File: src/inc/halt_release_defines.svh
/*
  priority, halt request and strobe encodings for the halt release control block.
  assumes nothing beyond a system verilog compiler.
*/
`ifndef HALT_RELEASE_DEFINES_SVH
`define HALT_RELEASE_DEFINES_SVH
`define PRIO_LEVEL3 2'h3
`define HALT_ENTER_VALUE 1'h1
`define VEC_END_HALT_AGAIN 1'h1
`define ADDR_STROBE_HALT 1'h0
`define RW_STROBE_HALT 1'h1
`endif

File: src/inc/halt_release_pkg.sv
/*
  types shared by the halt release control block.
  assumes the defines header is on the include path.
*/
package halt_release_pkg;
  typedef struct packed {
    logic valid;
    logic source_mask_bit;
    logic [1:0] prio;
    logic macro;
  } mask_req_type;

  typedef struct packed {
    logic running;
    logic [1:0] prio;
  } isr_state_type;

  typedef struct packed {
    logic [7:0] muxed_bus_lines;
    logic [19:0] upper_address_lines;
    logic address_strobe;
    logic rd_strobe_n;
    logic wr_strobe_n;
    logic wait_oe;
  } bus_pins_type;
endpackage

File: src/halt_mode_release_control.sv
/*
  halt mode entry and release control: wake source selection,
  accept or defer decision, macro service return to halt, bus hold.
  assumes the core reports service routine state and executes the
  resume or vector command it is given; pins are asynchronous.
*/
`timescale 1ns/1ps
`include "halt_release_defines.svh"
module halt_mode_release_control
  import halt_release_pkg::*;
(
  // clock and reset
  input wire logic sys_clk,
  input wire logic resetn,
  // software halt request from the standby control write
  input wire logic halt_request_bit,
  input wire logic halt_write,
  // core state
  input wire logic global_accept_flag,
  input wire logic level3_priority_select,
  input wire isr_state_type nmi_isr,
  input wire logic nmi_pin_isr_running,
  input wire isr_state_type mask_isr,
  // wake sources and the watchdog request, which never wakes
  input wire logic nmi_pin,
  input wire mask_req_type mask_req,
  input wire logic watchdog_req,
  // macro service completion
  input wire logic macro_done,
  input wire logic macro_end_met,
  input wire logic vector_on_end_disable,
  // core bus values
  input wire bus_pins_type core_bus,
  // commands to the core
  output logic halted,
  output logic resume_next,
  output logic vector_nmi,
  output logic vector_mask,
  output logic macro_start,
  output logic nmi_pending,
  output logic mask_pending,
  // external expansion bus pins
  output bus_pins_type pin_bus
);
  typedef enum logic [1:0] {RUN, HALT, MACRO} state_type;
  state_type state_q;
  state_type state_d;

  logic nmi_level;
  logic nmi_level_q;
  mask_req_type req_q;
  logic nmi_pend_q;
  logic mask_pend_q;
  logic resume_q;
  logic vec_nmi_q;
  logic vec_mask_q;
  logic macro_start_q;
  logic [1:0] mask_prio_q;
  // priority of the macro source, kept for the wake that follows its end
  logic [1:0] macro_prio_q;

  wake_pin_sync #(.WIDTH(1)) u_nmi_sync (
    .sys_clk(sys_clk),
    .resetn(resetn),
    .pin_async(nmi_pin),
    .pin_level(nmi_level)
  );

  // ------------------------------------------------------------
  // acceptance decisions
  // ------------------------------------------------------------
  function automatic logic mask_can_accept(input logic [1:0] rp, input isr_state_type isr,
                                           input logic sel, input logic ie);
    mask_can_accept = ie && (!isr.running || (isr.prio > rp) ||
                      (isr.prio == `PRIO_LEVEL3 && rp == `PRIO_LEVEL3 && !sel));
  endfunction

  // priority 0 is highest; nmi pin lower than higher nmi routines
  wire logic nmi_edge = nmi_level && !nmi_level_q;
  wire logic nmi_can_accept = !nmi_isr.running || (!nmi_pin_isr_running && nmi_isr.prio != 2'h0);
  wire logic mask_wake = req_q.valid && !req_q.source_mask_bit && !req_q.macro;
  wire logic macro_wake = req_q.valid && !req_q.source_mask_bit && req_q.macro;
  wire logic mask_ok = mask_can_accept(req_q.prio, mask_isr, level3_priority_select, global_accept_flag);
  wire logic mask_ok_pend = mask_can_accept(mask_prio_q, mask_isr, level3_priority_select, global_accept_flag);
  wire logic mask_ok_macro = mask_can_accept(macro_prio_q, mask_isr, level3_priority_select, global_accept_flag);
  wire logic enter_halt = halt_write && (halt_request_bit == `HALT_ENTER_VALUE);
  wire logic macro_to_mask = macro_done && macro_end_met && (vector_on_end_disable != `VEC_END_HALT_AGAIN);
  wire logic nmi_wake = nmi_edge || nmi_pend_q;
  wire logic wd_ignored = watchdog_req;

  // ------------------------------------------------------------
  // state machine
  // ------------------------------------------------------------
  always_comb begin
    state_d = state_q;
    unique case (state_q)
      RUN: begin
        if (enter_halt) begin
          state_d = HALT;
        end
      end
      HALT: begin
        if (nmi_edge || mask_wake) begin
          state_d = RUN;
        end else if (macro_wake) begin
          state_d = MACRO;
        end
      end
      MACRO: begin
        if (macro_done) begin
          state_d = macro_to_mask ? RUN : HALT;
        end
      end
    endcase
  end

  wire logic wake_now = (state_q == HALT) && (nmi_edge || mask_wake);
  wire logic vec_nmi_d = (nmi_wake && nmi_can_accept) && (state_q != HALT || nmi_edge) && !wd_ignored | 
                         (nmi_wake && nmi_can_accept && (state_q != HALT || nmi_edge) && wd_ignored);
  // a maskable wake comes straight from halt or from a macro end
  wire logic halt_mask = (state_q == HALT) && mask_wake && !nmi_edge;
  wire logic macro_mask = (state_q == MACRO) && macro_to_mask;
  wire logic mask_now = halt_mask || macro_mask;
  wire logic mask_now_ok = (halt_mask && mask_ok) || (macro_mask && mask_ok_macro);
  wire logic vec_mask_d = mask_now_ok || (state_q == RUN && mask_pend_q && mask_ok_pend && !vec_nmi_d);
  wire logic defer_mask = mask_now && !mask_now_ok;
  wire logic defer_nmi = (state_q == HALT) && nmi_edge && !nmi_can_accept;
  wire logic [1:0] defer_prio = halt_mask ? req_q.prio : macro_prio_q;
  wire logic macro_enter = (state_q == HALT) && !nmi_edge && !mask_wake && macro_wake;

  // ------------------------------------------------------------
  // pending set and clear, set wins
  // ------------------------------------------------------------
  wire logic nmi_pend_set = defer_nmi || (nmi_edge && state_q != HALT && !nmi_can_accept);
  wire logic nmi_pend_clr = vec_nmi_d;
  wire logic mask_pend_clr = vec_mask_d && !mask_now;
  wire logic resume_d = (wake_now || macro_mask) && !vec_nmi_d && !vec_mask_d;
  wire logic vec_mask_only = vec_mask_d && !vec_nmi_d;

  // ------------------------------------------------------------
  // registered wake state
  // ------------------------------------------------------------
  always_ff @(posedge sys_clk or negedge resetn) begin
    if (!resetn) begin
      state_q <= RUN;
    end else begin
      state_q <= state_d;
    end
  end

  // previous pin level for edge detection
  always_ff @(posedge sys_clk or negedge resetn) begin
    if (!resetn) begin
      nmi_level_q <= 1'b0;
    end else begin
      nmi_level_q <= nmi_level;
    end
  end

  // maskable request taken once so mask and priority are stable
  always_ff @(posedge sys_clk or negedge resetn) begin
    if (!resetn) begin
      req_q <= '0;
    end else begin
      req_q <= mask_req;
    end
  end

  // ------------------------------------------------------------
  // pending requests
  // ------------------------------------------------------------
  always_ff @(posedge sys_clk or negedge resetn) begin
    if (!resetn) begin
      nmi_pend_q <= 1'b0;
    end else if (nmi_pend_set) begin
      nmi_pend_q <= 1'b1;
    end else if (nmi_pend_clr) begin
      nmi_pend_q <= 1'b0;
    end
  end

  always_ff @(posedge sys_clk or negedge resetn) begin
    if (!resetn) begin
      mask_pend_q <= 1'b0;
    end else if (defer_mask) begin
      mask_pend_q <= 1'b1;
    end else if (mask_pend_clr) begin
      mask_pend_q <= 1'b0;
    end
  end

  // priority of the deferred request, used when it is taken later
  always_ff @(posedge sys_clk or negedge resetn) begin
    if (!resetn) begin
      mask_prio_q <= 2'h0;
    end else if (defer_mask) begin
      mask_prio_q <= defer_prio;
    end
  end

  // macro source priority, req_q has moved on by the end of the transfer
  always_ff @(posedge sys_clk or negedge resetn) begin
    if (!resetn) begin
      macro_prio_q <= 2'h0;
    end else if (macro_enter) begin
      macro_prio_q <= req_q.prio;
    end
  end

  // ------------------------------------------------------------
  // one cycle commands to the core
  // ------------------------------------------------------------
  always_ff @(posedge sys_clk or negedge resetn) begin
    if (!resetn) begin
      resume_q <= 1'b0;
    end else begin
      resume_q <= resume_d;
    end
  end

  always_ff @(posedge sys_clk or negedge resetn) begin
    if (!resetn) begin
      vec_nmi_q <= 1'b0;
    end else begin
      vec_nmi_q <= vec_nmi_d;
    end
  end

  always_ff @(posedge sys_clk or negedge resetn) begin
    if (!resetn) begin
      vec_mask_q <= 1'b0;
    end else begin
      vec_mask_q <= vec_mask_only;
    end
  end

  always_ff @(posedge sys_clk or negedge resetn) begin
    if (!resetn) begin
      macro_start_q <= 1'b0;
    end else begin
      macro_start_q <= macro_enter;
    end
  end

  assign halted = (state_q != RUN);
  assign resume_next = resume_q;
  assign vector_nmi = vec_nmi_q;
  assign vector_mask = vec_mask_q;
  assign macro_start = macro_start_q;
  assign nmi_pending = nmi_pend_q;
  assign mask_pending = mask_pend_q;

  // ------------------------------------------------------------
  // external bus hold
  // ------------------------------------------------------------
  halt_bus_hold u_bus_hold (
    .sys_clk(sys_clk),
    .resetn(resetn),
    .halted(halted),
    .core_bus(core_bus),
    .pin_bus(pin_bus)
  );
endmodule

File: src/wake_pin_sync.sv
/*
  three flop synchroniser for pin level wake inputs.
  assumes an asynchronous level from outside the clock domain.
*/
`timescale 1ns/1ps
module wake_pin_sync #(
  parameter int WIDTH = 1
) (
  // clock and reset
  input wire logic sys_clk,
  input wire logic resetn,
  // pin side
  input wire logic [WIDTH-1:0] pin_async,
  output logic [WIDTH-1:0] pin_level
);
  logic [WIDTH-1:0] s1_q;
  logic [WIDTH-1:0] s2_q;
  logic [WIDTH-1:0] s3_q;
  logic [WIDTH-1:0] level_q;
  wire logic [WIDTH-1:0] agree = ~(s2_q ^ s3_q);
  wire logic [WIDTH-1:0] level_d = (agree & s2_q) | (~agree & level_q);

  always_ff @(posedge sys_clk or negedge resetn) begin
    if (!resetn) begin
      s1_q <= '0;
      s2_q <= '0;
      s3_q <= '0;
      level_q <= '0;
    end else begin
      s1_q <= pin_async;
      s2_q <= s1_q;
      s3_q <= s2_q;
      level_q <= level_d;
    end
  end
  assign pin_level = level_q;
endmodule

File: src/halt_bus_hold.sv
/*
  holds the external expansion bus pins while halted.
  assumes live bus values come from the core on sys_clk.
*/
`timescale 1ns/1ps
`include "halt_release_defines.svh"
module halt_bus_hold
  import halt_release_pkg::*;
(
  // clock and reset
  input wire logic sys_clk,
  input wire logic resetn,
  // control
  input wire logic halted,
  input wire bus_pins_type core_bus,
  // pins
  output bus_pins_type pin_bus
);
  bus_pins_type held_q;
  bus_pins_type held_d;
  bus_pins_type out_q;

  always_comb begin
    held_d = core_bus;
    held_d.address_strobe = `ADDR_STROBE_HALT;
    held_d.rd_strobe_n = `RW_STROBE_HALT;
    held_d.wr_strobe_n = `RW_STROBE_HALT;
    held_d.wait_oe = 1'b0;
  end

  // latch last address/data before halt, freeze while halted
  always_ff @(posedge sys_clk or negedge resetn) begin
    if (!resetn) begin
      held_q <= '0;
      out_q <= '0;
    end else begin
      if (!halted) begin
        held_q <= held_d;
      end
      out_q <= halted ? held_q : core_bus;
    end
  end
  assign pin_bus = out_q;
endmodule

File: config.mk
export PLATFORM = sky130hd
export DESIGN_NAME = halt_mode_release_control
export DESIGN_NICKNAME = d
export VERILOG_FILES = /design/src/inc/halt_release_pkg.sv /design/src/halt_mode_release_control.sv /design/src/wake_pin_sync.sv /design/src/halt_bus_hold.sv
export VERILOG_INCLUDE_DIRS = /design/src /design/src/inc
export SDC_FILE = /design/constraint.sdc
export NUM_CORES = 1
export LEC_CHECK = 0
export BUFFER_PORTS_ARGS = -buffer_cell sky130_fd_sc_hd__buf_2
export CAP_MARGIN = 20
export CORE_ASPECT_RATIO = 0.5
export CORE_UTILIZATION = 35
export CTS_BUF_LIST = sky130_fd_sc_hd__clkbuf_8
export DETAILED_ROUTE_END_ITERATION = 10
export HOLD_SLACK_MARGIN = 0.08
export PLACE_DENSITY = 0.66
export RECOVER_POWER = 25
export SYNTH_ARGS = -nofsm -noshare
export SYNTH_HDL_FRONTEND = slang
export SYNTH_SLANG_ARGS = --single-unit
File: constraint.sdc
create_clock -name sys_clk -period 1.9 [get_ports sys_clk]
set_input_delay 0.285 -clock sys_clk [delete_from_list [all_inputs] [get_ports sys_clk]]
set_output_delay 0.285 -clock sys_clk [all_outputs]
set_load 0.05 [all_outputs]
== Word-level counts from Yosys, hierarchy flattened ==
Cells that the tools add are included.
Word-level totals
  register bits after elaboration: 83
  input bits: 55
  output and inout bits: 39
  word-level logic and storage cells: 137
Operators by class
  magnitude comparators: 3
  equality and inequality tests: 10
  multiplexer cells: 12
  bitwise gates (word level): 7
  reduce and logical (&&, ||, !) cells: 78
Operators with widths (count)
  $logic_and A1 B1 Y1: 42
  $mux W32: 1
  $logic_not A1 Y1: 15
  $logic_or A1 B1 Y1: 15
  $eq A2 B2 Y1 const B: 5
  $mux W2: 5
  $reduce_bool A2 Y1: 4
  $gt A2 B2 Y1: 3
  $pmux W2 S3: 1
  $mux W1: 5
  $ne A2 B2 Y1 const B: 2
  $ne A3 B3 Y1 const B: 1
  $reduce_and A3 Y1: 1
  $and A1 B1 Y1: 2
  $eq A2 B1 Y1 const B: 1
  $logic_not A2 Y1: 1
  $ne A2 B1 Y1 const B: 1
  $not A1 Y1: 2
  $or A1 B1 Y1: 2
  $xor A1 B1 Y1: 1

== Logic depth before layout (Yosys ltp) ==
Gate-level depths: netlist of the first run.
  depth in word-level cells: 14
  depth in mapped cells: 7
  mapped depth without buffers: 7

== By module ==
A second synthesis of the first run with hierarchy kept.
Unflattened totals
  cells, all modules: 188
  area, all modules: 3071.7 um2
By module, submodules not included
  halt_bus_hold: instances 1, cells an instance 98, area each 2050.7 um2, seq. area each 1526.5 um2
  halt_mode_release_control: instances 1, cells an instance 85, area each 909.6 um2, seq. area each 450.4 um2
  wake_pin_sync: instances 1, cells an instance 5, area each 111.4 um2, seq. area each 100.1 um2

== Worst setup path after synthesis of the first run ==
Ideal clock, no wire load.
  kind: register -> register
  start: reg macro_prio_q[1]
  end: reg mask_prio_q[0]
  setup time: 125 ps
  arrival: 1565 ps
  required time: 1775 ps
  path slack: 210 ps
  cell stages (with the launch flop): 8
  path buffers: 0
  period minus slack after synthesis: 1690 ps
  path through: dfrtp_1 inv_1 ha_1 nor2b_1 o21ai_0 and3_1 o221ai_2 mux2_4
On the way
  longest elaborated chain between the ends: 9
  elaborated cells between the ends (all ways): 11
  those cells by class: order compare (1); eq/ne (1); reduce/logical (9)
RTL lines
  from (decl): RTL line halt_mode_release_control.sv:60  | logic [1:0] macro_prio_q;
  from (signal assigned): RTL line halt_mode_release_control.sv:206  | macro_prio_q <= req_q.prio;
  $eq A2 B2 Y1 (no line)
  $logic_and A1 B1 Y1 (no line)
  $logic_and A1 B1 Y1: RTL line halt_mode_release_control.sv:75  | (isr.prio == `PRIO_LEVEL3 && rp == `PRIO_LEVEL3 && !sel));
  $logic_or A1 B1 Y1 (*): RTL line halt_mode_release_control.sv:74  | mask_can_accept = ie && (!isr.running || (isr.prio > rp) ||
  $logic_and A1 B1 Y1 (*): RTL line halt_mode_release_control.sv:74
  $logic_and A1 B1 Y1 (*): RTL line halt_mode_release_control.sv:124  | wire logic mask_now_ok = (halt_mask && mask_ok) || (macro_mask && mask_ok_macro);
  $logic_or A1 B1 Y1 (*): RTL line halt_mode_release_control.sv:124
  $logic_not A1 Y1 (*): RTL line halt_mode_release_control.sv:126  | wire logic defer_mask = mask_now && !mask_now_ok;
  $logic_and A1 B1 Y1 (*): RTL line halt_mode_release_control.sv:126
  to (signal assigned): RTL line halt_mode_release_control.sv:197  | mask_prio_q <= defer_prio;
  to (decl): RTL line halt_mode_release_control.sv:58  | logic [1:0] mask_prio_q;
Every way passes the cells marked *; elsewhere a longest branch is shown, timed or not.
A chain may end at the register's enable or synchronous reset.

== Final worst setup path of the first run ==
Ends and elaborated chain as after synthesis.

==> out/metrics.yaml, run 1 <==
status: "finished, final reports clean"
min-delay-start: "core_bus[2]"
cp.required_ns: 2.14
multi_input_area_um2: 882
die_w_um: 133
initial_utilization_pct: 36.7
synth-edff-count: 0
rsz0062_at_grt: "false"
worst-path-buf-inv: 1
reg2reg_from: "macro_prio_q[1]"
synth_top_family_by_area: "multiplexers"
start_kind: "flip-flop"
setup-tns-final_ns: 0
ir_drop_uv: 715
yosys.cell_count.top_type: "dfrtp_1"
ys_warn_count: 0
critPathArrivalTime_ns: 2.03
tightest_slew_ns: 0.737
syn_inst: 195
synth_top_area_share_pct: 69.5
ys_ff_latch: 83
synthFlopType: "dfrtp_1"
antenna_found_initial: 0
p_int_uw: 4430
clk-insertion-delay-late_ns: 0.34
cts_made_buffers: 9
synth.avg_cell_area_um2: 15.3
min_path_type: "primary input to flip-flop"
routed_wl_mm: 5.85
cts_max_level: 3
synth_top_area_cell: "dfrtp_1"
hold_viol_final: 0
grt_pass1_wl_mm: 9.23
placed_area_mm2: 0.00365
nets: 372
crit_family: "flip-flops"
cellLeakagePower_uw: 0.00195
viasPerCell: 4.46
layout-drive-gt1-share_pct: 49.7
cp_slowest_cell: "dfrtp_1"
worstSetupPathType: "flip-flop to flip-flop"
grt_max_degree: 60
io_buffers: 92
cts_tree: "done"
die_h_um: 67.3
grt_remaining_overflow: 0
first_pass_iters: 4
areaGrowthSynthToFinish_pct: 32.4
dpl_worst_slack_ns: -0.0480
finalWeightedCongestion: 0.783
synth_common_cells: "83 x dfrtp_1, 28 x mux2_2, 15 x nand2_1, 7 x inv_1"
drv_slew: 0
fin_area_mm2: 0.00396
path_cells: "inv_1 -> ha_1 -> nor2b_1 -> o21ai_1 -> and3_1 -> o221ai_2 -> mux2_4"
p_clk_share_pct: 17.2
power_density_mw_per_mm2: 1920
power_uw: 7610
synth_area_mm2: 0.00299
cts-root-buf: "clkbuf_8"
share_comb_of_total_power_pct: 46.4
grt_usage_pct: 13.8
layout_setup_ws_ns: 0.104
ant_nets: 0
crit_path_max_incr_delay_ns: 0.35
syn_nets: 256
dieArea_mm2: 0.00893
maxCapViolCount: 0
power.share.switching_pct: 41.7
ios: 94
ys_types: 38
synth_compound_area_share_pct: 4.94
fp.coreArea_mm2: 0.00814
vias: 1910
rows: 23
synth-simple-area-share_pct: 9.17
p_switching_uw: 3180
endpoint_kind: "flip-flop"
post-route-period-util_pct: 94.5
p_seq_share_pct: 36.4
synth_fa_ha_area_share_pct: 2.85
fmax_mhz: 557
regArea_mm2: 0.00208
async_reset_ff_share_pct: 100
ys_seq_area_share_pct: 69.5
min_period_ns: 1.80
drt_iter0_markers: 67
remaining_drc_errors: 0
grt_pass1_vias: 2009
clk_pin_slew_ns: 0.08
nFillCells: 733
clockBufferDepth: 2
synthTopCellsByArea: "dfrtp_1 70%, mux2_2 11%, ha_1 2.5%, nand2_1 1.9%, o21ai_0 1.0%"
relSlewSlack_pct: 50.8
cp-startpoint: "macro_prio_q[1]"
num_antenna_cells: 0
routedWlPerCell_um: 13.7
crit_fanout: 2
cts_sinks: 83
finalSetupViolations: 0
synth_xor_area_share_pct: 0
dp_hpwl_mm: 4.21
skew_ns: 0.00670
synth.area.mux_share_pct: 12.1
==> per-stage QoR <==
| stage | std cells | util, % | hold slack, ns |
|---|---|---|---|
| 2_1_floorplan | 195 | - | -0.0106 |
| 5_1_grt | 428 | 48.6 | 0.127 |
| 6_report | 428 | 48.6 | 0.145 |
| 3_5_place_dp | 400 | 44.8 | 0.210 |
| 3_3_place_gp | 400 | 44.8 | 0.202 |
| 4_1_cts | 423 | 48.2 | 0.118 |
==> placed cells by master, fill, tap and decap left out, types with 2 or more instances in the layout <==
| cell type | count |
|---|---|
| and3_1 | 2 |
| buf_12 | 2 |
| buf_4 | 6 |
| nor3_1 | 2 |
| inv_1 | 8 |
| dlygate4sd3_1 | 7 |
| nand2b_1 | 2 |
| clkinv_2 | 4 |
| a21oi_1 | 3 |
| nor2_4 | 2 |
| and2_1 | 2 |
| o21ai_0 | 5 |
| nand2_1 | 15 |
| dfrtp_1 | 83 |
| nand3_1 | 5 |
| clkbuf_8 | 9 |
| nor2_1 | 3 |
| nor2b_1 | 3 |
| mux2_1 | 2 |
| bufinv_16 | 2 |
| buf_2 | 91 |
| mux2_2 | 28 |
| ha_1 | 6 |
==> per-layer routing <==
layer  GRT usage, %  share of wire (%)
met5              0                  0
met2           25.8                 58
met3           4.80                3.0
met1           14.4                 37
met4           6.90                1.8
==> logic make-up (layout without fill, tap and decap cells) <==
family / after synthesis / in the layout
AOI/OAI and AO/OA: 18 / 18
and+or+nand+nor: 45 / 45
muxes: 32 / 32
DFF: 83 / 83
buffers and inverters: 10 / 131
adders and majority gates: 7 / 7
==> tightest hold or removal path, stage by stage <==
cell and delay, ns:
buf_2 0.08, nand2_1 0.04, nand2_1 0.06
==> power groups by stage <==
stage                     sequential, uW  combinational (uW)  clock, uW
final                               2770                3530       1310
after global routing                2860                3730       1430
after global placement              2790                3320          0
after detailed placement            2820                3430          0
after floorplan                     4140                1170          0
after CTS                           2790                3460       1350
==> cell type report <==
class,instances,area share (%)
sequential,83,52.5
multi-input combinational,102,22.3
timing repair buffer,108,15.7
tap,112,3.54
clock buffer,9,3.13
clock inverter,7,2.12
inverter,7,0.664
==> path summary, 6_finish.rpt <==
check,slack [ns],endpoint,cells after the start
setup / recovery,0.10,mask_prio_q[0],7
hold / removal,0.15,u_bus_hold.pin_bus[2],3
setup reg to reg,0.10,mask_prio_q[0],7
hold reg to reg,0.35,u_nmi_sync.s2_q,0
max in group asynchronous,0.27,u_bus_hold.pin_bus[13],3
min in group asynchronous,0.48,u_bus_hold.pin_bus[18],2
==> sequential cells by signal, indices dropped and copies added (netlist names), 2 cells and up, named ones only <==
register            cells
mask_prio_q             2
req_q                   5
macro_prio_q            2
u_bus_hold.pin_bus     32
state_q                 2
u_bus_hold.held_q      29
==> timing repair <==
item / 4_1_cts / 5_1_grt
gates resized for setup: 1 / 1
endpoints found under the setup margin: 2 / 4
buffers inserted: 0 / 5
hold endpoints to repair: 30 / 0
pin swaps: 0 / 4
hold buffers: 7 / 0
(Power assumes the default switching activity.)
==> run 2: changes to the inputs <==
BUFFER_PORTS_ARGS = not set   (was -buffer_cell sky130_fd_sc_hd__buf_2)
CORE_ASPECT_RATIO = 0.8   (was 0.5)
DONT_BUFFER_PORTS = 1   (was not set)
GPL_TIMING_DRIVEN = 0   (was not set)
PLACE_DENSITY = 0.57   (was 0.66)
==> run 2 against run 1 <==
Effect of this change:
- the run now ends with negative hold slack left
- cell count down 19%
- hold slack worse by 0.52 ns
- via count down 14%
- clock-buffer cell count unchanged
- cell area down 8.1%
- critical path depth unchanged
- critical path type unchanged
- largest power group is now registers
==> out/metrics.yaml, run 2 (same netlist as run 1, synthesis figures left out) <==
rows: 29
status: "complete, but fails checks"
power_uw: 6970
largest_reg_flops: 32
clk_pin_slew_ns: 0.09
dp_hpwl_mm: 3.47
multi_input_area_um2: 898
num_antenna_cells: 0
p_switching_uw: 3110
relSlewSlack_pct: 65.4
die_h_um: 84.6
post-route-period-util_pct: 95.6
placed_area_mm2: 0.00312
grt_remaining_overflow: 0
grt_max_degree: 84
first_pass_iters: 4
cellLeakagePower_uw: 0.00161
power.share.switching_pct: 44.6
share_comb_of_total_power_pct: 21.0
rsz0062_at_grt: "false"
regArea_mm2: 0.00208
clockBufferDepth: 2
grt_usage_pct: 13.0
maxCapViolCount: 0
layout_common_cells: "83 x dfrtp_1, 28 x mux2_2, 28 x dlygate4sd3_1, 15 x nand2_1, 9 x clkbuf_8"
ios: 94
layout_commonest_cell: "dfrtp_1"
min_path_type: "primary input to asynchronous set/reset pin"
holdWs_ns: -0.376
dieArea_mm2: 0.00891
cts_max_level: 3
p_clk_share_pct: 18.5
violations: "negative hold slack"
finalSetupViolations: 0
drv_slew: 0
initial_utilization_pct: 36.9
nFillCells: 724
nets: 295
post-place-cells: 303
remaining_drc_errors: 0
start_kind: "flip-flop"
tightest_slew_ns: 0.518
routed_wl_mm: 5.37
cp.required_ns: 2.13
ant_nets: 0
layoutNonFillerInstCount: 347
cts_setup_buffers: 0
antenna_found_initial: 0
fp.coreArea_mm2: 0.00809
finalWeightedCongestion: 0.746
cts_tree: "done"
power_density_mw_per_mm2: 1920
setup-tns-final_ns: 0
worstSetupPathType: "flip-flop to flip-flop"
viasPerCell: 4.73
min_period_ns: 1.82
layout-drive-gt1-share_pct: 25.5
crit_fanout: 3
grt_pass1_vias: 1821
p_seq_share_pct: 60.5
cts-root-buf: "clkbuf_8"
cts_sinks: 83
fmax_mhz: 551
skew_ns: 0.0124
fin_area_mm2: 0.00364
drt_iter0_markers: 56
hold_viol_final: 83
p_int_uw: 3860
clk-insertion-delay-late_ns: 0.35
ir_drop_uv: 852
areaGrowthSynthToFinish_pct: 21.7
die_w_um: 105
vias: 1642
critPathArrivalTime_ns: 2.05
grt_pass1_wl_mm: 8.79
utilization_pct: 45.0
endpoint_kind: "flip-flop"
routedWlPerCell_um: 15.5
cts_made_buffers: 9
io_buffers: 0
==> run 2: cell types whose count changed in the layout (fill, tap and decap cells not counted), sizes merged <==
cell	delta
clkinv	-3
bufinv	-1
clkbuf	-2
buf	-96
dlygate4sd3	+21
clkinvlp	+3
inv	+1
==> run 2: through the flow <==
| stage | setup slack [ns] | hold WS, ns |
|---|---|---|
| after global placement | 0.0116 | -0.00892 |
| final | 0.0838 | -0.376 |
| after global routing | 0.0160 | -0.408 |
| after detailed placement | -0.0277 | -0.00903 |
| after floorplan | 0.210 | -0.0106 |
| after CTS | 0.0417 | -0.405 |
==> run 2: critical path, cell delays in order (launching register included) <==
cell and delay (ns):
dfrtp_1 0.38, inv_1 0.06, ha_1 0.28, nor2b_1 0.12
o21ai_0 0.07, and3_1 0.21, o221ai_4 0.25, mux2_4 0.32
==> run 2: worst paths after layout <==
path	startpoint	end	slack, ns	cells after the start
setup / recovery	macro_prio_q[1]	mask_prio_q[0]	0.08	7
hold / removal	resetn	asynchronous set/reset pin	-0.38	0
hold reg to reg	u_nmi_sync.s1_q	u_nmi_sync.s2_q	0.36	0
setup reg to reg	macro_prio_q[1]	mask_prio_q[0]	0.08	7
min in group sys_clk	core_bus[16]	u_bus_hold.pin_bus[16]	0.10	1
max in group asynchronous	resetn	u_bus_hold.pin_bus[15]	2.16	0
==> run 2: timing repair <==
item,CTS,global route
endpoints found under the hold margin,123,85
endpoints found under the setup margin,54,2
pin swaps,0,1
cloned,0,0
hold buffers,27,1
gates resized for setup,3,4
==> run 2: power groups by stage <==
stage          registers [uW]  clock network (uW)  logic, uW
2_1_floorplan            4140                   0       1170
3_3_place_gp             4250                   0       1350
3_5_place_dp             4240                   0       1400
4_1_cts                  4230                1350       1470
5_1_grt                  4300                1420       1620
6_report                 4210                1290       1460
==> run 2: per-layer routing <==
| metal | GRT usage, % | up-vias | wire [um] |
|---|---|---|---|
| li1 | - | 744 | - |
| met1 | 16.3 | 817 | 2390 |
| met2 | 19.7 | 74 | 2370 |
| met3 | 6.52 | 7 | 565 |
| met4 | 4.23 | 0 | 52 |
| met5 | 0 | - | 0 |
==> run 2: cell type report <==
type	instances	area share, %
buffer	3	0.413
clock buffer	9	3.41
clock inverter	7	2.13
inverter	7	0.826
multi-input combinational	102	24.7
sequential	83	57.1
tap	108	3.72
timing repair buffer	28	7.71
==> run 3: changes to the inputs <==
PLACE_DENSITY = 0.59   (was 0.57)
clock period = 1.6 ns   (was 1.9 ns; I/O delays follow)
==> run 3 against run 2 <==
Effect of this change:
- the flow finishes with violations (negative hold slack, negative setup slack)
- critical endpoint unchanged
- sequential power grew 19%
- sequential share of layout area fell by 4.2 points
- highest routed layer unchanged
- non-clock buffer count up 24
- via count increased by 4.8%
- core utilization up 3.6 points
- register-to-register slack worse by 0.21 ns
- wire length increased by 5.0%
- critical path depth down 2
==> out/metrics.yaml, run 3 (same netlist as run 1, synthesis figures left out) <==
worstSetupPathType: "flip-flop to flip-flop"
routedWlPerCell_um: 15.2
power_density_mw_per_mm2: 2150
power_uw: 8450
violations: "negative hold slack, negative setup slack"
setup-tns-final_ns: -0.338
worst-path-buf-inv: 0
finalWeightedCongestion: 0.800
dieArea_mm2: 0.00891
drv_slew: 0
rows: 29
maxCapViolCount: 0
rsz0062_at_grt: "true"
layout-drive-gt1-share_pct: 35.0
initial_utilization_pct: 36.9
cts_tree: "done"
layout_setup_ws_ns: -0.128
grt_remaining_overflow: 0
die_h_um: 84.6
first_pass_iters: 4
holdWs_ns: -0.423
areaGrowthSynthToFinish_pct: 31.5
hold_viol_final: 83
fmax_mhz: 579
crit_family: "simple AND/OR/NAND/NOR gates"
cts-root-buf: "clkbuf_8"
crit_path_max_incr_delay_ns: 0.46
dp_hpwl_mm: 3.48
ir_drop_uv: 882
cts_hold_buffers: 39
start_kind: "flip-flop"
clk-insertion-delay-late_ns: 0.34
tightest_slew_ns: 0.523
layout_commonest_cell: "dfrtp_1"
drt_iter0_markers: 53
ant_nets: 0
layout_common_cells: "81 x dfrtp_1, 39 x dlygate4sd3_1, 28 x mux2_2, 15 x nand2_1, 14 x buf_4"
cts_made_buffers: 9
largest_reg_flops: 32
grt_pass1_wl_mm: 9.06
ios: 94
grt_pass1_vias: 1808
min_period_ns: 1.73
grt_usage_pct: 13.4
viasPerCell: 4.64
remaining_drc_errors: 0
nFillCells: 697
die_w_um: 105
post-route-period-util_pct: 108
clk_pin_slew_ns: 0.08
cellLeakagePower_uw: 0.00172
nets: 319
routed_wl_mm: 5.64
fp.coreArea_mm2: 0.00809
dpl_worst_slack_ns: -0.276
relSlewSlack_pct: 65.2
cp_slowest_cell: "dfrtp_1"
endpoint_kind: "flip-flop"
min_path_type: "primary input to asynchronous set/reset pin"
num_antenna_cells: 0
grt_max_degree: 84
cts_max_level: 3
vias: 1720
cp.required_ns: 1.84
critPathArrivalTime_ns: 1.97
cts_sinks: 83
clockBufferDepth: 2
status: "complete, but fails checks"
path_cells: "nand2b_4 -> or3_1 -> nand2_1 -> o221ai_4 -> mux2_4"
finalSetupViolations: 4
crit_fanout: 4
antenna_found_initial: 0
io_buffers: 0
utilization_pct: 48.6
skew_ns: 0.00915
## run 3: worst register-to-register path, stage by stage (launching register included)
cell,delay [ns]
dfrtp_1,0.46
nand2b_4,0.19
or3_1,0.42
nand2_1,0.13
o221ai_4,0.13
mux2_4,0.31
## run 3: final timing paths
check	from	end	slack [ns]	cells past startpoint
setup reg to reg	state_q[0]	mask_prio_q[0]	-0.13	5
hold / removal	resetn	u_bus_hold.pin_bus[21]	-0.42	0
setup / recovery	state_q[0]	mask_prio_q[0]	-0.13	5
min in group sys_clk	mask_isr[2]	mask_pending	0.13	2
hold reg to reg	u_nmi_sync.s1_q	u_nmi_sync.s2_q	0.35	0
max in group asynchronous	resetn	state_q[1]	1.91	0
## run 3: cell type report
type | instances | area [um^2] | area share (%)
Sequential cell | 83 | 2080 | 52.9
Multi-Input combinational cell | 102 | 1000 | 25.5
Timing Repair Buffer | 53 | 495 | 12.6
Tap cell | 108 | 135 | 3.44
Clock buffer | 9 | 124 | 3.15
Clock inverter | 7 | 51.3 | 1.31
Inverter | 7 | 30.0 | 0.764
Buffer | 2 | 12.5 | 0.318
## run 3: power breakdown
part	leakage, uW	switching, uW	total, uW	internal, uW
Combinational	0.000655	976	2100	1130
Sequential	0.000979	2030	5020	2990
Clock	0.0000850	759	1330	570
Total	0.00172	3760	8450	4690
## run 3: what timing repair did
| action | CTS | global route |
|---|---|---|
| pin swaps | 6 | 12 |
| resized for setup | 14 | 16 |
| hold endpoints to repair | 151 | 83 |
| setup buffers | 5 | 9 |
| setup endpoints to repair | 61 | 10 |
## run 3: metal layers
layer,vias to the layer above,global-route usage [%],wire (um)
met2,66,19.6,2600
met1,853,17.2,2560
met3,9,6.29,427
met5,-,0,0
met4,0,5.38,54
li1,792,-,-
## run 3: metrics by stage
stage | instances | cell area (um^2)
final | 371 | 3930
after global routing | 371 | 3930
after CTS | 363 | 3780
after detailed placement | 303 | 3120
after global placement | 303 | 3120
after floorplan | 195 | 2990
